`src/core/slh_pkg.sv`:
```
// Package for the stop exit and limp-home sequencer: constants, states and carriers.
package slh_pkg;
  localparam int SLH_CNT_W = 13;
  localparam logic [12:0] SLH_MID_COUNT = 13'h1000;
  localparam logic [12:0] SLH_SHORT_COUNT = 13'h0010;
  localparam logic [31:0] SLH_ADDR_CTRL = 32'h0000_0000;
  localparam logic [31:0] SLH_ADDR_STAT = 32'h0000_0004;
  localparam logic [31:0] SLH_ADDR_CLKSEL = 32'h0000_0008;
  localparam int SLH_B_LHD = 0;
  localparam int SLH_B_CME = 1;
  localparam int SLH_B_FORCED_CLOCK_MONITOR_ENABLE = 2;
  localparam int SLH_B_DLY = 3;
  localparam int SLH_B_PSEUDO_STOP_ENABLE = 4;
  localparam int SLH_B_LIMP_HOME_IRQ_ENABLE = 5;
  localparam int SLH_B_AUTO = 6;
  localparam int SLH_B_LHS = 0;
  localparam int SLH_B_LIMP_HOME_CHANGE_FLAG = 1;
  localparam int SLH_B_STOPPED = 2;
  localparam int SLH_B_BUS_CLOCK_PLL_SELECT = 0;
  localparam int SLH_B_MCS = 1;
  localparam logic [6:0] SLH_CTRL_RST = 7'h41;
  localparam logic [1:0] SLH_CLKSEL_RST = 2'h0;

  typedef enum logic [2:0] {
    SLH_RUN = 3'b000,
    SLH_STOP = 3'b001,
    SLH_DELAY = 3'b010,
    SLH_LIMP = 3'b011,
    SLH_SHORT = 3'b100
  } slh_state_t;

  typedef struct packed {
    logic ext_reset;
    logic irq;
    logic xirq;
    logic kwu_j;
    logic kwu_h;
    logic can_wakeup;
  } slh_wake_t;

  typedef struct packed {
    logic limp_home_status;
    logic bus_clock_pll_select;
    logic module_clock_select;
    logic vco_run;
    logic osc_run;
    logic osc_low_amp;
    logic stop_active;
  } slh_clk_t;
endpackage

```
`src/core/slh_sequencer.sv`:
```
// Stop exit and limp-home sequencer with APB register access.
`timescale 1ns/10ps

// Functional notes
// - Limp-home allowed: STOP masks clock monitor so entry raises no failure.
// - Limp-home allowed: leaving STOP enters limp-home, monitor forced on.
// - With delay, count 4096 on VCO; good clock then resumes on oscillator.
// - No clock after 4096 delay: resume in limp-home, status and flag set.
// - In limp-home check monitor at mid-count, once every 8192 cycles.
// - Clock found: leave limp-home, clear status, set flag, irq if enabled.
// - No delay with crystal: release STOP at once, run in limp-home.
// - Leaving limp-home restores bus and module clock selects.
// - Auto bandwidth and PLL select set: relock PLL after limp-home.
// - Square wave source, no delay: status never set, STOP released at once.
// - Pseudo-stop enable makes STOP keep oscillator at reduced amplitude.
// - Wake on reset, IRQ, XIRQ, key wake-up J or H, CAN wake-up.
// - Pseudo-stop exit, limp allowed, delay: limp-home, PLL select high, module low.
// - After pseudo-stop delay resume on oscillator or limp-home with flags.
// - Pseudo-stop exit without delay restarts VCO for limp-home clock.
// - Limp-home disabled and monitor enabled: STOP gives clock monitor reset.
// - Limp disabled, monitor off, delay: oscillator start after 4096 cycles.
// - Limp disabled, monitor off, no delay: oscillator start after 16 cycles.
// - Delay enable gives 4096-count exit delay; clear gives none, or 16 counts with limp disabled.
// - Change flag clears on write of one; zero leaves it.
module slh_sequencer (
  input wire logic clk,
  input wire logic rst_n,
  input wire logic psel,
  input wire logic penable,
  input wire logic pwrite,
  input wire logic [31:0] paddr,
  input wire logic [31:0] pwdata,
  output logic [31:0] prdata,
  output logic pready,
  output logic pslverr,
  input wire logic stop_request,
  input wire slh_pkg::slh_wake_t wake,
  input wire logic counter_clock_en,
  input wire logic ext_clock_present,
  input wire logic pll_locked,
  output slh_pkg::slh_clk_t clk_ctl,
  output logic clock_monitor_active,
  output logic clock_monitor_reset,
  output logic pll_relock_request,
  output logic limp_home_change_flag,
  output logic limp_home_irq
);
  import slh_pkg::*;

  // RUN   : normal operation, a STOP request is accepted only here
  // STOP  : clocks halted; the oscillator runs on only in pseudo-stop
  // DELAY : exit delay on the counter, on the VCO when limp-home is allowed
  // LIMP  : software runs on the VCO; the monitor is polled at mid-count
  // SHORT : brief restart count when neither limp-home nor delay is used
  // Limitation: a held stop request with limp-home disabled and the monitor enabled keeps the reset high for as long as it is held

  slh_state_t state_q, state_d;
  logic [SLH_CNT_W-1:0] cnt_q;
  logic [6:0] ctrl_q;
  logic [1:0] clksel_q;
  logic [1:0] saved_sel_q;
  logic saved_auto_q;
  logic lhs_q;
  logic limp_home_change_flag_q;
  logic pseudo_q;
  logic [1:0] pres_sync_q;
  logic pres_s;
  slh_clk_t clk_q;
  logic cmr_q, relock_q, cma_q, irq_q;
  logic [31:0] rdata_q;

  assign pres_s = pres_sync_q[1];

  // APB decode; zero wait states
  wire apb_acc = psel & penable;
  wire apb_wr = apb_acc & pwrite;
  wire sel_ctrl = paddr == SLH_ADDR_CTRL;
  wire sel_stat = paddr == SLH_ADDR_STAT;
  wire sel_clks = paddr == SLH_ADDR_CLKSEL;
  wire unmapped = ~(sel_ctrl | sel_stat | sel_clks);
  wire wr_ctrl = apb_wr & sel_ctrl;
  wire wr_stat = apb_wr & sel_stat;
  wire wr_clks = apb_wr & sel_clks;

  wire lhd = ctrl_q[SLH_B_LHD];
  wire cme_any = ctrl_q[SLH_B_CME] | ctrl_q[SLH_B_FORCED_CLOCK_MONITOR_ENABLE];
  wire dly = ctrl_q[SLH_B_DLY];
  wire wake_any = |wake;
  wire in_limp = state_q == SLH_LIMP;
  wire stopping = state_q == SLH_RUN & stop_request;
  wire monitor_fail = stopping & lhd & cme_any;
  wire stop_enter = stopping & ~monitor_fail;
  wire wake_acc = state_q == SLH_STOP & wake_any;
  wire cnt_mid = counter_clock_en & cnt_q == SLH_MID_COUNT - 13'h0001;
  wire cnt_short = counter_clock_en & cnt_q == SLH_SHORT_COUNT - 13'h0001;
  // No-delay limp exit: a clean external source lets us skip limp-home entirely
  wire fast_clean = ~dly & pres_s & ~pseudo_q;
  wire delay_done = state_q == SLH_DELAY & cnt_mid;
  wire limp_check = in_limp & cnt_mid & pres_s;
  wire leave_limp = (delay_done & pres_s & ~lhd) | limp_check;
  wire enter_limp_flag = delay_done & ~pres_s & ~lhd;
  wire fast_limp = wake_acc & ~lhd & ~dly & ~fast_clean;
  wire lhs_set = enter_limp_flag | fast_limp;
  wire limp_home_change_flag_set = lhs_set | limp_check;
  wire limp_home_change_flag_clr = wr_stat & pwdata[SLH_B_LIMP_HOME_CHANGE_FLAG];

  // Next state; the exit path is chosen at the wake-up edge, and again at the end of the delay
  always_comb begin
    state_d = state_q;
    unique case (state_q)
      SLH_RUN: begin
        if (stop_enter) begin
          state_d = SLH_STOP;
        end
      end
      SLH_STOP: begin
        if (wake_acc) begin
          if (~lhd & dly) begin
            state_d = SLH_DELAY;
          end else if (~lhd & fast_clean) begin
            state_d = SLH_RUN;
          end else if (~lhd) begin
            state_d = SLH_LIMP;
          end else if (dly) begin
            state_d = SLH_DELAY;
          end else begin
            state_d = SLH_SHORT;
          end
        end
      end
      SLH_DELAY: begin
        // Without limp-home the oscillator is the only way out, so no check is made
        if (delay_done) begin
          state_d = (lhd | pres_s) ? SLH_RUN : SLH_LIMP;
        end
      end
      SLH_LIMP: begin
        if (limp_check) begin
          state_d = SLH_RUN;
        end
      end
      SLH_SHORT: begin
        if (cnt_short) begin
          state_d = SLH_RUN;
        end
      end
      default: begin
        state_d = SLH_RUN;
      end
    endcase
  end

  // Sequencing state, counter and the presence synchroniser
  always_ff @(posedge clk or negedge rst_n) begin
    if (!rst_n) begin
      state_q <= SLH_RUN;
      cnt_q <= '0;
      pres_sync_q <= 2'h0;
      pseudo_q <= 1'b0;
    end else begin
      state_q <= state_d;
      pres_sync_q <= {pres_sync_q[0], ext_clock_present};
      if (stop_enter) begin
        pseudo_q <= ctrl_q[SLH_B_PSEUDO_STOP_ENABLE];
      end
      // Free-running count; its wrap gives the 8192-tick check period
      if (wake_acc) begin
        cnt_q <= '0;
      end else if (counter_clock_en) begin
        cnt_q <= cnt_q + 13'h0001;
      end
    end
  end

  // Registers; saved selects capture the values in force before limp-home
  always_ff @(posedge clk or negedge rst_n) begin
    if (!rst_n) begin
      ctrl_q <= SLH_CTRL_RST;
      clksel_q <= SLH_CLKSEL_RST;
      saved_sel_q <= SLH_CLKSEL_RST;
      saved_auto_q <= 1'b0;
      lhs_q <= 1'b0;
      limp_home_change_flag_q <= 1'b0;
    end else begin
      if (wr_ctrl) begin
        ctrl_q <= pwdata[6:0];
      end
      // Snapshot at wake-up; software may still edit the copy while limp-home runs
      if (wake_acc) begin
        saved_sel_q <= clksel_q;
        saved_auto_q <= ctrl_q[SLH_B_AUTO];
      end else if (wr_clks & (in_limp | state_q == SLH_DELAY)) begin
        saved_sel_q <= pwdata[1:0];
      end
      if (leave_limp) begin
        clksel_q <= saved_sel_q;
      end else if (wr_clks & state_q == SLH_RUN) begin
        clksel_q <= pwdata[1:0];
      end
      if (lhs_set) begin
        lhs_q <= 1'b1;
      end else if (leave_limp) begin
        lhs_q <= 1'b0;
      end
      // A change event in the cycle of a write of one keeps the flag set
      if (limp_home_change_flag_set) begin
        limp_home_change_flag_q <= 1'b1;
      end else if (limp_home_change_flag_clr) begin
        limp_home_change_flag_q <= 1'b0;
      end
    end
  end

  // Clock steering; outputs follow the next state so they move with the state register
  wire limp_clk = state_q == SLH_DELAY & ~lhd | in_limp;
  wire limp_next = state_d == SLH_DELAY & ~lhd | state_d == SLH_LIMP;
  wire stop_next = state_d == SLH_STOP;
  slh_clk_t clk_d;
  always_comb begin
    clk_d.limp_home_status = lhs_set | (lhs_q & ~leave_limp);
    clk_d.stop_active = stop_next | state_d == SLH_DELAY | state_d == SLH_SHORT;
    clk_d.bus_clock_pll_select = clksel_q[SLH_B_BUS_CLOCK_PLL_SELECT];
    clk_d.module_clock_select = clksel_q[SLH_B_MCS];
    if (limp_next) begin
      clk_d.bus_clock_pll_select = 1'b1;
      clk_d.module_clock_select = 1'b0;
    end
    clk_d.vco_run = ~stop_next;
    // Pseudo-stop keeps the oscillator alive so a delayed exit can resume on it
    clk_d.osc_run = ~stop_next | pseudo_q;
    clk_d.osc_low_amp = stop_next & pseudo_q;
  end

  // Relock only if auto is set and the saved bus select, as captured at wake-up or written since, picks the PLL
  wire relock_d = leave_limp & saved_auto_q & saved_sel_q[SLH_B_BUS_CLOCK_PLL_SELECT];
  wire relock_hold = relock_q & ~pll_locked;
  // Monitor masked in STOP, forced through a limp-allowed delay and limp-home, else as programmed
  wire cma_forced = limp_clk | state_d == SLH_LIMP;
  wire cma_d = stop_next ? 1'b0 : (cma_forced | cme_any);
  wire limp_home_change_flag_next = limp_home_change_flag_set | (limp_home_change_flag_q & ~limp_home_change_flag_clr);
  wire irq_d = limp_home_change_flag_next & ctrl_q[SLH_B_LIMP_HOME_IRQ_ENABLE];

  always_ff @(posedge clk or negedge rst_n) begin
    if (!rst_n) begin
      clk_q <= '0;
      cmr_q <= 1'b0;
      relock_q <= 1'b0;
      cma_q <= 1'b0;
      irq_q <= 1'b0;
    end else begin
      clk_q <= clk_d;
      cmr_q <= monitor_fail;
      relock_q <= relock_d | relock_hold;
      cma_q <= cma_d;
      irq_q <= irq_d;
    end
  end

  assign clk_ctl = clk_q;
  assign clock_monitor_reset = cmr_q;
  assign pll_relock_request = relock_q;
  assign clock_monitor_active = cma_q;
  assign limp_home_change_flag = limp_home_change_flag_q;
  assign limp_home_irq = irq_q;

  // Register read words
  wire [31:0] rd_ctrl = {25'h0, ctrl_q};
  wire [31:0] rd_stat = {29'h0, clk_q.stop_active, limp_home_change_flag_q, lhs_q};
  wire [31:0] rd_clks = {30'h0, clksel_q};
  wire [31:0] rd_mux = sel_ctrl ? rd_ctrl :
                       sel_stat ? rd_stat :
                       sel_clks ? rd_clks : 32'h0000_0000;

  // Ready and error are flops set by the setup phase, so they stand
  // for exactly the access cycle that follows; no wait states are added
  wire apb_setup = psel & ~penable;
  logic pready_q;
  logic slverr_q;
  always_ff @(posedge clk or negedge rst_n) begin
    if (!rst_n) begin
      rdata_q <= 32'h0000_0000;
      pready_q <= 1'b0;
      slverr_q <= 1'b0;
    end else begin
      pready_q <= apb_setup;
      slverr_q <= apb_setup & unmapped;
      // Read data is captured in setup so it is steady through the access phase
      if (apb_setup & ~pwrite) begin
        rdata_q <= rd_mux;
      end
    end
  end
  assign prdata = rdata_q;
  assign pready = pready_q;
  assign pslverr = slverr_q;
endmodule

```
`config.mk`:
```
export PLATFORM = sky130hd
export DESIGN_NAME = slh_sequencer
export DESIGN_NICKNAME = d
export VERILOG_FILES = /design/src/core/slh_pkg.sv /design/src/core/slh_sequencer.sv
export SDC_FILE = /design/constraint.sdc
export NUM_CORES = 1
export LEC_CHECK = 0
export ABC_AREA = 1
export BUFFER_PORTS_ARGS = -buffer_cell sky130_fd_sc_hd__buf_2
export CORE_ASPECT_RATIO = 0.9
export CORE_MARGIN = 2
export CORE_UTILIZATION = 30
export DETAILED_ROUTE_END_ITERATION = 8
export MAX_ROUTING_LAYER = met4
export PLACE_DENSITY = 0.64
export RECOVER_POWER = 100
export SLEW_MARGIN = 25
export SYNTH_ARGS = -nofsm -noshare
export SYNTH_HDL_FRONTEND = slang
export SYNTH_SLANG_ARGS = --single-unit
export TNS_END_PERCENT = 30
```
`constraint.sdc`:
```
create_clock -name clk -period 2.2 [get_ports clk]
set_clock_uncertainty 0.1 [all_clocks]
set_input_delay 0 -clock clk [delete_from_list [all_inputs] [get_ports clk]]
set_output_delay 0 -clock clk [all_outputs]
set_load 0.1 [all_outputs]
```
* After elaboration in Yosys (flattened, before gate mapping) *
Index checks and enable logic that the tools add are counted.

operators by class
  bitwise operators = 72
  equality and inequality tests = 12
  muxes and demuxes = 26
  $add $sub $neg = 1
  reduce and logical (&&, ||, !) cells = 8

operators by type and width
  cell                   count
  $and 1x1->1            41
  $eq 32x3->1 const B    1
  $eq 32x4->1 const B    1
  $logic_not 32->1       1
  $mux 3                 10
  $mux 13                2
  $or 1x1->1             18
  $pmux 3 s5             1
  $mux 2                 7
  $add 13x1->13 const B  1
  $eq 13x12->1 const B   1
  $eq 13x4->1 const B    1
  $not 1->1              13
  $eq 3x2->1 const B     4
  $reduce_bool 2->1      5
  $mux 7                 1
  $eq 3x1->1 const B     2
  $eq 3x3->1 const B     2
  $reduce_or 6->1        1
  $mux 1                 5
  $logic_not 3->1        1

word-level totals
  word-level logic and storage cells = 143
  output and inout bits = 46
  bits in registers = 78
  input port bits = 79

* Depth between registers and ports, before layout *
Gate-level depths: netlist of run 1.

  depth after elaboration = 12
  mapped depth = 11
  gate-level depth less buffers = 11

* Worst setup path after synthesis of run 1 *
No wires, ideal clock.

  path kind = register to register
  start point = register cnt_q[0]
  end point = register clk_q, in the netlist clk_ctl[0]
  data arrival time = 1.327 ns
  stages on the path, launching flop included = 11
  path buffers = 0
  required time = 1.966 ns
  path slack = 0.638 ns
  library setup time = 0.134 ns
  cells stage by stage = dfrtp_1 ha_1 nand2_2 nor2_4 nand2_4 nor2_8 nor2_2 nor2_4 nand2_2 nand2_1 nand3_1

RTL lines
  what                      line                  source
  start: declaration        slh_sequencer.sv:58   logic [SLH_CNT_W-1:0] cnt_q;
  start signal: assignment  slh_sequencer.sv:170  cnt_q <= cnt_q + 13'h0001;
  end signal: assignment    slh_sequencer.sv:251  clk_q <= clk_d;
  end: declaration          slh_sequencer.sv:68   slh_clk_t clk_q;

==> results_dict.tcl, run 1 <==
set metrics [dict create \
    synth-compound-area-share_pct 6.77 \
    core_um2 9570 \
    cts_buffer_depth 2 \
    fin_crit_sh_pct 85.1 \
    grt_pass1_wl_mm 11.1 \
    p_per_area_nw_per_um2 625 \
    grt_setup_unrepaired "no" \
    dieArea_um2 10500 \
    drt-pass1-iter-count 4 \
    die_x_um 108 \
    gp_congestion 0.897 \
    wirelength_mm 6.62 \
    critPathMaxFanout 6 \
    synth_top_family_by_area "simple AND/OR/NAND/NOR gates" \
    dp_hpwl_mm 5.19 \
    routed_via_density 4.36 \
    fin_nets 557 \
    cellLeakagePower_uw 0.00194 \
    max-slew-margin-rel_pct 21.1 \
    nFillCells 1021 \
    ant_nets 0 \
    numClockSinks 53 \
    yosysWarnings 0 \
    rows 34 \
    cp_top_family "simple AND/OR/NAND/NOR gates" \
    max_freq_ghz 0.534 \
    cp-start-kind "flop" \
    min_period_ns 1.87 \
    synth-simple-area-share_pct 34.2 \
    grt_pass1_vias 2527 \
    path_cells "ha_1 -> nand2_1 -> nor2_4 -> nand2_4 -> nor2_8 -> nand2_1 -> nand2_4 -> nand2_1 -> nand2_1 -> nand3_1" \
    yosys-top-cells-count "nand2_1 (100), nor2_1 (53), dfrtp_1 (51)" \
    whs_path_depth 7 \
    tightest_slew_ns 1.19 \
    cap_violations 0 \
    yosys.area_share.adder_pct 0.428 \
    port_buffers 74 \
    r2r-end "clk_ctl[0]" \
    fin_hold_ws_ns 0.121 \
    dr.first_iter.drc_count 96 \
    synth_top_area_share_pct 43.7 \
    initial_core_util_pct 30.5 \
    pre_cts_ws_ns 0.419 \
    post_synth_mux_area_share_pct 0 \
    path_buf_inv 0 \
    setup-tns-final_ns 0 \
    slowest_stage "dfrtp_1" \
    cts_tree "built" \
    cts_setup_buffers 0 \
    overflow 0 \
    avgSynthCellArea_um2 7.62 \
    cts-root-buf "clkbuf_8" \
    reg2reg_depth 10 \
    syn_area_um2 2920 \
    grt_util_all_layers_pct 13.4 \
    vias 2634 \
    crit_path_max_incr_delay_ns 0.39 \
    ys.flop_type "dfrtp_1" \
    synthToLayoutAreaGrowth_pct 22.2 \
    clock_latency_ns 0.31 \
    antenna_found_initial 0 \
    drive_gt1_share_pct 15.9 \
    r2r_start "cnt_q[0]" \
    setup_viol 0 \
    worstSetupPathType "reg -> reg" \
    dp.cells 582 \
    fin_ws_ns 0.328 \
    ys_seq_area_share_pct 45.5 \
    async_reset_ff_share_pct 100 \
    peakVddDrop_uv 241 \
    synth-xor-area-share_pct 0.300 \
    synth_area_leaders "dfrtp_1 (44%), nand2_1 (13%), nor2_1 (6.8%), buf_4 (6.4%), inv_1 (5.5%)" \
    ioPinCount 125 \
    min-delay-start "paddr[12]" \
    drc_errors 0 \
    ys_ff_latch 53 \
    yosysMostFrequentCell "nand2_1" \
    rrSetupSlack_ns 0.33 \
    crit_path_end_kind "flop" \
    cpMostUsedCell "nand2_1" \
    grt_max_degree 31 \
    holdPathEnd "limp_home_change_flag" \
    worstPathArrival_ns 1.95 \
    antenna_cells 0 \
    ys_types 33 \
    synth_top_cell_by_area "dfrtp_1" \
    route.detailed.wl_per_inst_um 11.0 \
    synthCells 383 \
    htreeDepth 2 \
    final_util_pct 37.3 \
    slew_violations 0 \
    synth_edf_count 0 \
    status "finished, final reports clean" \
    clkTransAtPathRegs_ns 0.09 \
    final-instance-count-excl-fill 604 \
    numCtsBuffers 5 \
    worstPathRequired_ns 2.28 \
    die_h_um 97.6 \
    post_cts_resized 0 \
    finalHoldViolations 0 \
    hp-class "in -> reg" \
]
report_power, final:
group | total (µW) | internal (µW) | switching [µW] | leakage (µW)
clock network | 651 | 338 | 313 | 0.0000552
logic | 476 | 127 | 348 | 0.00123
registers | 1100 | 1040 | 67.4 | 0.000658
total | 2230 | 1500 | 729 | 0.00194
worst max path at each step:
stage | from | endpoint | slack (ns) | cells past startpoint
floorplan | cnt_q[0] | clk_ctl[0] | 0.64 | 10
global placement | cnt_q[0] | clk_ctl[0] | 0.47 | 10
detailed placement | cnt_q[0] | clk_ctl[0] | 0.42 | 10
finish | cnt_q[0] | clk_ctl[0] | 0.33 | 10
CTS | cnt_q[0] | clk_ctl[0] | 0.40 | 10
global route | cnt_q[1] | clk_ctl[0] | 0.14 | 10
per-layer routing:
metal	wire (µm)	track usage, %
met2	3010	21.6
met1	3100	17.5
met4	59	2.96
met3	442	2.55
met5	0	-
cell usage in the layout (no fill, tap or decap), types with 17 or more instances in the layout:
cell type and instances:
buf_2 52, nor2_1 53, dfrtp_1 51, nand2_1 103, a21oi_1 17, inv_1 43, conb_1 25, nand3_1 33
clkbuf_1 24
kinds of logic (layout without fill, tap and decap cells):
family | after synthesis | count (layout)
compound gates | 36 | 36
xor+xnor | 1 | 1
fa+ha+maj | 1 | 1
buf+inv | 72 | 143
flops | 53 | 53
other cells | 1 | 25
simple gates | 219 | 219
per-stage QoR:
step	cell area [µm²]	power, µW
floorplan	3010	1500
CTS	3620	2260
finish	3570	2230
global placement	3370	1570
detailed placement	3370	1580
global route	3570	2350
worst reg2reg max path, stage by stage (launching register included):
cell and delay, ns:
dfrtp_1 0.39, ha_1 0.15, nand2_1 0.11, nor2_4 0.22, nand2_4 0.10, nor2_8 0.14, nand2_1 0.12, nand2_4 0.10
nand2_1 0.13, nand2_1 0.10, nand3_1 0.07
layout make-up:
cell class              count  area (µm²)  share of cell area [%]
well taps                 126         158                    4.42
multi-input cells         282        1290                    36.2
repair buffers             92         522                    14.6
inverters                  43         161                    4.52
clock buffers               6        72.6                    2.03
clock inverters             2        35.0                   0.982
flip-flops and latches     53        1330                    37.2
registers in the layout, summed over array words and instances (netlist names):
| name | cells |
|---|---|
| clk_ctl | 7 |
| lhs_q | 1 |
| cnt_q | 13 |
| prdata | 7 |
| pseudo_q | 1 |
| pready | 1 |
| ctrl_q | 7 |
| clock_monitor_reset | 1 |
| state_q | 3 |
| pslverr | 1 |
| saved_sel_q | 2 |
| pll_relock_request | 1 |
| clock_monitor_active | 1 |
| pres_sync_q | 2 |
| clksel_q | 2 |
| saved_auto_q | 1 |
| limp_home_change_flag | 1 |
| limp_home_irq | 1 |
repair_timing:
action	in CTS	in global routing
endpoints found under the hold margin	47	0
setup endpoints to repair	0	0
hold buffers	14	0
(Power assumes the default switching activity.)
==> run 2, diff against run 1 <==
- CORE_UTILIZATION: 30 -> 48
- PLACE_DENSITY: 0.64 -> 0.89
==> results_dict.tcl, run 2 (synthesis results as in run 1) <==
set metrics [dict create \
    final_util_pct 59.6 \
    r2r_start "cnt_q[1]" \
    fin_crit_sh_pct 86.7 \
    port_buffers 74 \
    vias 2737 \
    crit_path_end_kind "flop" \
    rows 26 \
    fin_hold_ws_ns 0.112 \
    cap_violations 0 \
    status "finished, final reports clean" \
    min_period_ns 1.91 \
    finalHoldViolations 0 \
    pre_cts_ws_ns 0.416 \
    rrSetupSlack_ns 0.29 \
    worstPathRequired_ns 2.31 \
    worstSetupPathType "reg -> reg" \
    max-slew-margin-rel_pct 15.1 \
    clkTransAtPathRegs_ns 0.10 \
    htreeDepth 2 \
    dr.first_iter.drc_count 242 \
    slew_violations 0 \
    critPathMaxFanout 6 \
    dp_hpwl_mm 4.87 \
    layout_commonest_cell "nand2_1" \
    antenna_cells 0 \
    drt-pass1-iter-count 5 \
    worstPathArrival_ns 2.01 \
    nFillCells 510 \
    die_h_um 78.0 \
    cts-root-buf "clkbuf_8" \
    reg2reg_depth 10 \
    drc_errors 0 \
    die_x_um 86.2 \
    grt_pass1_wl_mm 10.9 \
    core_um2 5790 \
    overflow 0 \
    setup_viol 0 \
    gp_congestion 0.833 \
    mostFrequentLayoutCells "nand2_1 (104), nor2_1 (53), buf_2 (52), dfrtp_1 (51), inv_1 (43)" \
    initial_core_util_pct 50.4 \
    wirelength_mm 6.57 \
    power.total_uw 2120 \
    cp-startpoint "cnt_q[1]" \
    drive_gt1_share_pct 15.9 \
    cellLeakagePower_uw 0.00189 \
    max_freq_ghz 0.524 \
    fin_ws_ns 0.293 \
    cp-endpoint "clksel_q[1]" \
    route.detailed.wl_per_inst_um 12.0 \
    clock_latency_ns 0.32 \
    numCtsBuffers 5 \
    grt_util_all_layers_pct 21.1 \
    hp-class "in -> reg" \
    peakVddDrop_uv 416 \
    grt_setup_unrepaired "no" \
    antenna_found_initial 0 \
    cts_buffer_depth 2 \
    p_per_area_nw_per_um2 616 \
    ant_nets 0 \
    cp-start-kind "flop" \
    synthToLayoutAreaGrowth_pct 18.1 \
    cts_tree "built" \
    r2r-end "clksel_q[1]" \
    numClockSinks 53 \
    largest_reg_flops 13 \
    grt_pass1_vias 2429 \
    setup-tns-final_ns 0 \
    routed_via_density 4.99 \
    ioPinCount 125 \
    fin_nets 557 \
    largest-register "cnt_q" \
    grt_max_degree 54 \
    dieArea_um2 6720 \
    tightest_slew_ns 1.27 \
]
## run 2: layout make-up
cell class,instances,area (µm²),area share (%)
Timing Repair Buffer,92,507,14.7
Tap cell,70,87.6,2.54
Clock inverter,3,22.5,0.653
Multi-Input combinational cell,282,1270,36.9
Clock buffer,5,68.8,1.99
Inverter,43,161,4.68
Sequential cell,53,1330,38.5
## run 2: worst min path at each step
stage / slack, ns / start / end / cells past startpoint
final: 0.11 / paddr[3] / prdata[0] / 8
after global routing: 0.16 / paddr[3] / prdata[0] / 8
after CTS: 0.08 / psel / ctrl_q[5] / 6
after detailed placement: 0.01 / ext_clock_present / pres_sync_q[0] / 1
after global placement: 0.009 / ext_clock_present / pres_sync_q[0] / 1
after floorplan: -0.40 / rst_n / clk_ctl[0] / 0
## run 2: power breakdown
part / total (µW) / internal, µW / switching, µW
combinational: 466 / 124 / 343
clock: 553 / 226 / 326
sequential: 1110 / 1040 / 69.6
## run 2: critical path: stages (launching register included)
cell and delay (ns):
dfrtp_1 0.38, ha_1 0.15, nand2_1 0.11, nor2_4 0.17, nand2_1 0.16, nor2_8 0.16
nand2_1 0.17, nor2_1 0.18, a21oi_1 0.08, nand2_1 0.08, o21ai_0 0.08
## run 2: routing by layer
metal / wire [µm] / vias to the layer above / global-route usage, %
li1: - / 1349 / -
met1: 2660 / 1230 / 25.3
met2: 3150 / 142 / 34.4
met3: 613 / 16 / 4.79
met4: 148 / 0 / 8.59
met5: 0 / - / -
## run 2: stage by stage
stage	cell area [µm²]	cells
2_1_floorplan	3010	407
3_3_place_gp	3290	526
3_5_place_dp	3290	526
4_1_cts	3520	548
5_1_grt	3450	548
6_report	3450	548
## run 2: what timing repair did
action,in CTS,in global routing
setup buffers,0,0
gates resized for setup,0,0
hold buffers,14,0
endpoints found under the hold margin,71,0
